`config.mk`:
```
export PLATFORM = sky130hd
export DESIGN_NAME = cesh_top
export DESIGN_NICKNAME = d
export VERILOG_FILES = /design/src/cesh_pkg.sv /design/src/cesh_fifo.sv /design/src/cesh_top.sv
export SDC_FILE = /design/constraint.sdc
export NUM_CORES = 1
export LEC_CHECK = 0
export ABC_AREA = 0
export BUFFER_PORTS_ARGS = -buffer_cell sky130_fd_sc_hd__buf_4
export CAP_MARGIN = 20
export CORE_UTILIZATION = 55
export CTS_CLUSTER_SIZE = 20
export DETAILED_ROUTE_END_ITERATION = 6
export GPL_TIMING_DRIVEN = 0
export HOLD_SLACK_MARGIN = 0.15
export PLACE_DENSITY = 0.77
export SYNTH_ARGS = -nofsm -noshare
export SYNTH_HDL_FRONTEND = slang
export SYNTH_HIERARCHICAL = 1
export SYNTH_SLANG_ARGS = --single-unit
```
`constraint.sdc`:
```
create_clock -name pclk -period 2.5 [get_ports pclk]
set_input_delay 0.125 -clock pclk [delete_from_list [all_inputs] [get_ports pclk]]
set_output_delay 0.125 -clock pclk [all_outputs]
set_load 0.02 [all_outputs]
```
`src/cesh_pkg.sv`:
```
/*
  cesh_pkg: constants, types and register map for the channel enable and
  sync-word mode configuration block.
  assumes: compiled before every other file of the block.
*/
package cesh_pkg;

  // register byte addresses (printed offsets kept as indices, each x4)
  localparam logic [11:0] CESH_IDX_SYNC_MODE = 12'h20F;
  localparam logic [11:0] CESH_IDX_CH_PAIR   = 12'h209;
  localparam logic [11:0] CESH_IDX_LINK_CTL  = 12'h220;
  localparam logic [13:0] CESH_ADDR_SYNC_MODE = {CESH_IDX_SYNC_MODE, 2'b00};
  localparam logic [13:0] CESH_ADDR_CH_PAIR   = {CESH_IDX_CH_PAIR, 2'b00};
  localparam logic [13:0] CESH_ADDR_LINK_CTL  = {CESH_IDX_LINK_CTL, 2'b00};

  // channel pair enable fields
  localparam int CESH_POS_PAIR_ONE = 0;
  localparam int CESH_POS_PAIR_TWO = 1;
  localparam int CESH_POS_SINGLE   = 2;
  localparam logic [7:0] CESH_RST_CH_PAIR   = 8'h03;
  localparam logic [7:0] CESH_RST_SYNC_MODE = 8'h00;

  // link control fields
  localparam int CESH_POS_LINK_EN  = 0;
  localparam int CESH_POS_CAL_EN   = 1;
  localparam int CESH_POS_FMT_66B  = 2;
  localparam logic [7:0] CESH_RST_LINK_CTL = 8'h00;

  // configured lane and converter counts
  localparam logic [3:0] CESH_RST_LANES = 4'h8;
  localparam logic [3:0] CESH_RST_CONVS = 4'h4;

  localparam logic [1:0] CESH_SH_CRC12 = 2'h0;
  localparam logic [1:0] CESH_SH_FEC   = 2'h2;

  typedef enum logic [1:0] {
    CESH_SYNC_NONE,
    CESH_SYNC_CRC,
    CESH_SYNC_FEC
  } cesh_sync_e;

  // frame shape handed to the framer
  typedef struct packed {
    logic [3:0] lanes;
    logic [3:0] convs;
    logic       tail_pad;
    logic       swap_cd;
    logic [3:0] chan_on;
    logic [1:0] sync_sel;
    logic [3:0] cmd_bits;
  } cesh_frame_s;

  // one sample word with its slot in the frame
  typedef struct packed {
    logic [1:0]  slot;
    logic [15:0] sample;
  } cesh_samp_s;

endpackage : cesh_pkg

```
`src/cesh_fifo.sv`:
```
/*
  cesh_fifo: synchronous valid/ready FIFO, width and depth parameters.
  assumes: single clock pclk, async active-low reset presetn.
*/
`timescale 1ns/100ps
`default_nettype none
module cesh_fifo
  import cesh_pkg::*;
#(
  parameter int WIDTH = 18,
  parameter int DEPTH = 32
)(
  input  wire logic             pclk,
  input  wire logic             presetn,
  input  wire logic             in_valid,
  output logic                  in_ready,
  input  wire logic [WIDTH-1:0] in_data,
  output logic                  out_valid,
  input  wire logic             out_ready,
  output logic      [WIDTH-1:0] out_data
);
  localparam int AW = $clog2(DEPTH);

  logic [WIDTH-1:0] mem [DEPTH];
  logic [AW-1:0]    wr_ptr;
  logic [AW-1:0]    rd_ptr;
  logic [AW:0]      count;
  wire              push = in_valid && in_ready;
  wire              pop  = out_valid && out_ready;

  assign in_ready  = (count != (AW+1)'(DEPTH));
  assign out_valid = (count != '0);
  assign out_data  = mem[rd_ptr];

  always_ff @(posedge pclk)
  begin
    if (push)
      mem[wr_ptr] <= in_data;
  end

  always_ff @(posedge pclk or negedge presetn)
  begin
    if (!presetn)
    begin
      wr_ptr <= '0;
      rd_ptr <= '0;
      count  <= '0;
    end
    else
    begin
      if (push)
        wr_ptr <= (wr_ptr == AW'(DEPTH - 1)) ? '0 : wr_ptr + 1'b1;
      if (pop)
        rd_ptr <= (rd_ptr == AW'(DEPTH - 1)) ? '0 : rd_ptr + 1'b1;
      if (push && !pop)
        count <= count + 1'b1;
      else if (pop && !push)
        count <= count - 1'b1;
    end
  end
endmodule // cesh_fifo
`default_nettype wire

```
`src/cesh_top.sv`:
```
/*
  cesh_top: channel pair enables and sync-word mode registers over APB,
  frame shape derivation and sample slot remapping through a FIFO.
  assumes: APB3 master on pclk; samples arrive tagged with channel 0..3.
*/
// Implementation choice: the APB slave port.
`timescale 1ns/100ps
`default_nettype none
//Contract
//- single channel select disables B, C, D; software keeps pair one set.
//- pair two enable, bit 1, reset one, enables channels C and D.
//- pair one enable, bit 0, reset one, enables channels A and B.
//- one pair off: lanes become ceil(L/2), converters M/2.
//- odd configured lane count in reduced mode pads tail bits, top lane.
//- pair one off: C and D samples take the A and B slots.
//- sync mode 0 sends CRC-12, 2 sends FEC, 1 and 3 reserved.
//- sync mode only acts while 64B/66B link format is selected.
//- command fields are always sent as zero, idle headers.
module cesh_top
  import cesh_pkg::*;
#(
  parameter int         FIFO_DEPTH = 32,
  parameter logic [3:0] CFG_LANES  = CESH_RST_LANES,
  parameter logic [3:0] CFG_CONVS  = CESH_RST_CONVS
)(
  input  wire logic        pclk,
  input  wire logic        presetn,
  input  wire logic        psel,
  input  wire logic        penable,
  input  wire logic        pwrite,
  input  wire logic [13:0] paddr,
  input  wire logic [31:0] pwdata,
  output logic             pready,
  output logic      [31:0] prdata,
  output logic             pslverr,
  input  wire logic        samp_valid,
  output logic             samp_ready,
  input  wire logic [1:0]  samp_chan,
  input  wire logic [15:0] samp_data,
  output logic             slot_valid,
  input  wire logic        slot_ready,
  output cesh_samp_s       slot_out,
  output cesh_frame_s      frame_cfg,
  output logic             serial_link_enable,
  output logic             cal_enable
);
  logic [7:0]  channel_pair_enable;
  logic [7:0]  sync_word_mode_select;
  logic [7:0]  link_ctl;
  cesh_frame_s next_frame;
  cesh_samp_s  fifo_in;
  logic [31:0] rd_mux;

  // apb decode
  wire acc      = psel && penable;
  wire wr       = acc && pwrite;
  wire hit_ch   = (paddr == CESH_ADDR_CH_PAIR);
  wire hit_sync = (paddr == CESH_ADDR_SYNC_MODE);
  wire hit_link = (paddr == CESH_ADDR_LINK_CTL);
  wire hit_any  = hit_ch || hit_sync || hit_link;

  assign pready  = 1'b1;
  assign pslverr = acc && !hit_any;

  always_comb
  begin
    rd_mux = 32'h0000_0000;
    if (hit_ch)
      rd_mux = {24'h00_0000, channel_pair_enable};
    else if (hit_sync)
      rd_mux = {24'h00_0000, sync_word_mode_select};
    else if (hit_link)
      rd_mux = {24'h00_0000, link_ctl};
  end

  // reserved bits are stored as written, software keeps them zero
  always_ff @(posedge pclk or negedge presetn)
  begin
    if (!presetn)
    begin
      channel_pair_enable   <= CESH_RST_CH_PAIR;
      sync_word_mode_select <= CESH_RST_SYNC_MODE;
      link_ctl              <= CESH_RST_LINK_CTL;
    end
    else if (wr)
    begin
      if (hit_ch)
        channel_pair_enable <= pwdata[7:0];
      if (hit_sync)
        sync_word_mode_select <= pwdata[7:0];
      if (hit_link)
        link_ctl <= pwdata[7:0];
    end
  end

  always_ff @(posedge pclk or negedge presetn)
  begin
    if (!presetn)
      prdata <= 32'h0000_0000;
    else if (psel && !penable && !pwrite)
      prdata <= rd_mux;
  end

  assign serial_link_enable = link_ctl[CESH_POS_LINK_EN];
  assign cal_enable         = link_ctl[CESH_POS_CAL_EN];

  // frame shape
  wire single_channel_select = channel_pair_enable[CESH_POS_SINGLE];
  wire pair_two_enable       = channel_pair_enable[CESH_POS_PAIR_TWO];
  wire pair_one_enable       = channel_pair_enable[CESH_POS_PAIR_ONE];
  wire fmt_66b               = link_ctl[CESH_POS_FMT_66B];
  // single channel forces pair two off as well
  wire pair_two_on  = pair_two_enable && !single_channel_select;
  wire reduced      = pair_one_enable ^ pair_two_on;
  wire [3:0] half_l = 4'((CFG_LANES + 4'h1) >> 1);
  wire [3:0] half_m = 4'(CFG_CONVS >> 1);
  wire [3:0] chan_on_w = single_channel_select ?
                         4'b0001 :
                         {pair_two_on, pair_two_on,
                          pair_one_enable, pair_one_enable};
  wire [1:0] sync_w = (sync_word_mode_select[1:0] == CESH_SH_FEC) ?
                      2'(CESH_SYNC_FEC) : 2'(CESH_SYNC_CRC);

  always_comb
  begin
    next_frame          = '0;
    next_frame.lanes    = reduced ? half_l : CFG_LANES;
    next_frame.convs    = reduced ? half_m : CFG_CONVS;
    next_frame.tail_pad = reduced && CFG_LANES[0];
    next_frame.swap_cd  = !pair_one_enable && pair_two_on;
    next_frame.chan_on  = chan_on_w;
    // reserved codes fall back to crc so the link never goes silent
    next_frame.sync_sel = fmt_66b ? sync_w : 2'(CESH_SYNC_NONE);
    next_frame.cmd_bits = 4'h0;
  end

  always_ff @(posedge pclk or negedge presetn)
  begin
    if (!presetn)
      frame_cfg <= '0;
    else
      frame_cfg <= next_frame;
  end

  // sample slot remap: disabled channels are dropped, C/D move down
  wire chan_en  = chan_on_w[samp_chan];
  wire [1:0] sl = next_frame.swap_cd ? (samp_chan - 2'h2) : samp_chan;
  wire fifo_rdy;

  assign fifo_in.slot   = sl;
  assign fifo_in.sample = samp_data;
  // dropped samples are accepted so the source never stalls on them
  assign samp_ready = chan_en ? fifo_rdy : 1'b1;

  cesh_samp_s fifo_q;

  cesh_fifo #(
    .WIDTH ($bits(cesh_samp_s)),
    .DEPTH (FIFO_DEPTH)
  ) u_fifo (
    .pclk      (pclk),
    .presetn   (presetn),
    .in_valid  (samp_valid && chan_en),
    .in_ready  (fifo_rdy),
    .in_data   (fifo_in),
    .out_valid (slot_valid),
    .out_ready (slot_ready),
    .out_data  (fifo_q)
  );

  assign slot_out = fifo_q;
endmodule // cesh_top
`default_nettype wire

```
==> key figures <==
STA
  • TNS Setup: -9.385 ns
  • Final worst slack: -0.5498 ns
  • Max Clk Rate: between 300 and 400 MHz
  • Fin crit period: 3.050 ns
  • Setup Viol. Count Final: 22
  • Fin Hold WS: 0.1618 ns
  • Pins over their slew limit: 0
  • Tightest Pin Transition: between 0.5 and 0.6 ns
  • RSZ-0062 raised after global routing: yes
  • Clk_skew: just under 0.03 ns
  • Relative slew slack: 63.84%
  • Period utilization: 122.0%
  • Final hold viol count: 0

Critical path
  • Worst Setup Path Type: reg2out
  • Critical Path Slowest Stage Cell: mux4_2
  • WP buf/inv: 3
  • Top delay family on crit path: compound AO/OA/AOI/OAI gates
  • Nature of the critical path endpoint: output pin
  • CP max stage delay: about 0.55 ns
  • Worst-path cell chain: buf_12, buf_16, mux4_2, a22o_4, a2111oi_4, a21oi_2, buf_4
  • CP required: approximately 2.4 ns
  • Startpoint types: flop
  • CP arrival: 2.92 ns
  • CP max FO: 6

Clock network
  • Clk buf depth: 3
  • CTS H-Tree Depth: 2
  • Clk slew on worst S/H paths: 0.06 ns
  • Clock latency on the worst-skew pair: 0.63 ns
  • CTS tree: built
  • CTS buffer count: 61
  • Clock tree sinks: around 630
  • Clock root buffer master: clkbuf_16

Run status
  • Status: finished with violations
  • Failing checks: negative setup slack

Synth
  • Sequential area share after synthesis: around three quarters
  • Ys Warns: 6
  • Synth Instances: around 1300
  • Syn_area_per_cell: 19.53 sq um
  • Flop and latch count out of synthesis: 632
  • Synth unique cells: 69
  • Primary FF master, synth: edfxtp_1
  • Mapped Area: roughly 0.025 sq mm
  • Fraction of registers with async set/reset: 8.861%
  • EDFF count, synth: 576

Routing
  • Total Wirelength: around 64000 um
  • Vias: 14390
  • Via/cell ratio: 6.328
  • First DRT Iteration DRCs: 1863
  • Drt wl/cell: 28.11 um
  • DRC errors left: 0
  • Antenna Violating Nets Remaining: 0
  • 1st-pass router iterations: 7

Placed design
  • HPWL Detailed: 36360 um
  • Routability cong.: 0.8611
  • Place WS: -0.9403 ns
  • IO Port Bufs: 88

Layout
  • Area Overhead vs Synth: 24.68%
  • Share of layout cells above drive strength 1: 38.05%
  • ANT cells: 0
  • Most common cell after layout, fill and taps aside: edfxtp_1
  • NumNets Final: roughly 1700
  • Commonest non-fill, non-tap cells in the layout: edfxtp_1 (576), buf_4 (176), mux4_2 (101)

Power and ir drop
  • PD cells: 1007 mW/mm^2
  • Pwr Total: approximately 32000 uW
  • Max VDD drop: 0.6418 mV
  • Leak: 0.01090 uW

Floorplan
  • Starting Density: 55.79%
  • Die width: 216.5 um
  • DIE HEIGHT: 216.5 um
  • # rows: a little under 80
  • I/O pin count: 147
  • Die ar.: 0.04689 sq mm
  • Core region area: between 0.04 and 0.05 sq mm

Run
  • Max Cap Violations: 0

Global routing
  • GRT Total Usage: 27.30%
  • Congestion Overflow GR: 0
  • First-pass GRT wire length: 92740 um
  • Vias in the first global route: 14220
  • Initial antenna violation count: 1
  • Largest net degree at the start of global routing: 55

Min path
  • HP Class: in2reg
-- state kept, by name (all words and copies together), names as in the netlist --
name / count
sync_word_mode_select: 8
prdata: 8
u_fifo/rd_ptr: 5
u_fifo/mem: 576
u_fifo/count: 6
u_fifo/wr_ptr: 5
frame_cfg: 8
link_ctl: 8
channel_pair_enable: 8
-- cells by family after synthesis --
family | count (synthesis) | share of synthesized area (%)
multiplexers | 207 | 13.99
buffers and inverters | 117 | 2.906
other | 2 | 0.02966
AND/OR/NAND/NOR | 140 | 3.054
flip-flops | 632 | 73.87
adder cells (fa/ha/maj) | 15 | 0.7710
AO/OA/AOI/OAI | 179 | 5.244
XOR/XNOR | 4 | 0.1384
-- per-layer routing --
metal	up-vias	wire [um]	global-route usage (%)	share of wire, %
met1	7408	24250	38.21	38
met3	108	6275	4.632	9.8
met4	0	1756	8.310	2.7
li1	5935	-	-	-
met2	938	31640	44.36	50
met5	-	0	0	0
-- stage by stage --
stage	utilization, %	area [sq um]	cells
floorplan	-	25490	1328
global placement	59.27	26900	2016
detailed placement	60.58	27490	2053
CTS	68.73	31190	2252
global route	69.55	31560	2274
finish	69.55	31560	2274
-- final timing paths --
| kind | end | from | depth (start not counted) | slack, ns |
|---|---|---|---|---|
| setup / recovery | slot_out[5] | u_fifo/rd_ptr[0]$_DFFE_PN0P_ | 7 | -0.55 |
| hold / removal | prdata[7]$_DFFE_PN0P_ | paddr[9] | 6 | 0.16 |
| setup reg to reg | u_fifo/count[5]$_DFFE_PN0P_ | u_fifo/count[4]$_DFFE_PN0P_ | 10 | -0.20 |
| hold reg to reg | sync_word_mode_select[4]$_DFFE_PN0P_ | sync_word_mode_select[4]$_DFFE_PN0P_ | 1 | 0.51 |
| max in group asynchronous | prdata[6]$_DFFE_PN0P_ | presetn | 4 | 1.60 |
| min in group asynchronous | channel_pair_enable[1]$_DFFE_PN1P_ | presetn | 3 | 0.59 |
-- worst reg2reg max path: cells and delay by family, from the launching register on --
kind,cells,cell delay [ns]
and+or+nand+nor,3,1.06
AOI/OAI and AO/OA,2,0.40
DFF,1,0.40
buffers and inverters,3,0.34
adders and majority gates,2,0.41
-- cell type report --
class                      count  area, sq um
tap                          600        750.7
sequential                   632        18700
buffer                       102        855.8
multi-input combinational    579         6895
clock buffer                  76         1583
clock inverter                36        336.6
fill                        2623        13820
timing repair buffer         236         2382
inverter                      13        58.81
-- report_power, final --
part | total [uW] | internal [uW] | switching [uW]
clock network | 8970 | 5100 | 3870
registers | 11700 | 11600 | 123
logic | 11100 | 5050 | 6020
-- synth_stat cells (14+ instances only) --
| cell type | n | share of area (%) |
|---|---|---|
| o22ai_1 | 17 | 0.42 |
| dfrtp_1 | 54 | 5.3 |
| buf_2 | 21 | 0.42 |
| a22oi_1 | 18 | 0.53 |
| edfxtp_1 | 576 | 68 |
| nor2_1 | 49 | 0.73 |
| mux4_2 | 93 | 8.3 |
| buf_4 | 45 | 1.3 |
| mux2_2 | 18 | 0.80 |
| a22o_1 | 18 | 0.62 |
| nand2_1 | 27 | 0.40 |
| clkbuf_1 | 23 | 0.34 |
| o221ai_1 | 18 | 0.62 |
| a21oi_1 | 38 | 0.75 |
| o21ai_0 | 18 | 0.36 |
| ha_1 | 14 | 0.69 |
| mux4_1 | 15 | 1.6 |
| mux2i_1 | 73 | 2.9 |
-- what timing repair did --
action | in CTS | in global routing
buffers inserted | 33 | 25
setup endpoints to repair | 582 | 294
resized for setup | 190 | 71
pin swaps | 41 | 40
endpoints found under the hold margin | 674 | 4
hold buffers | 48 | 2
cloned | 6 | 1
No activity file was read; power rests on OpenSTA's default activity.
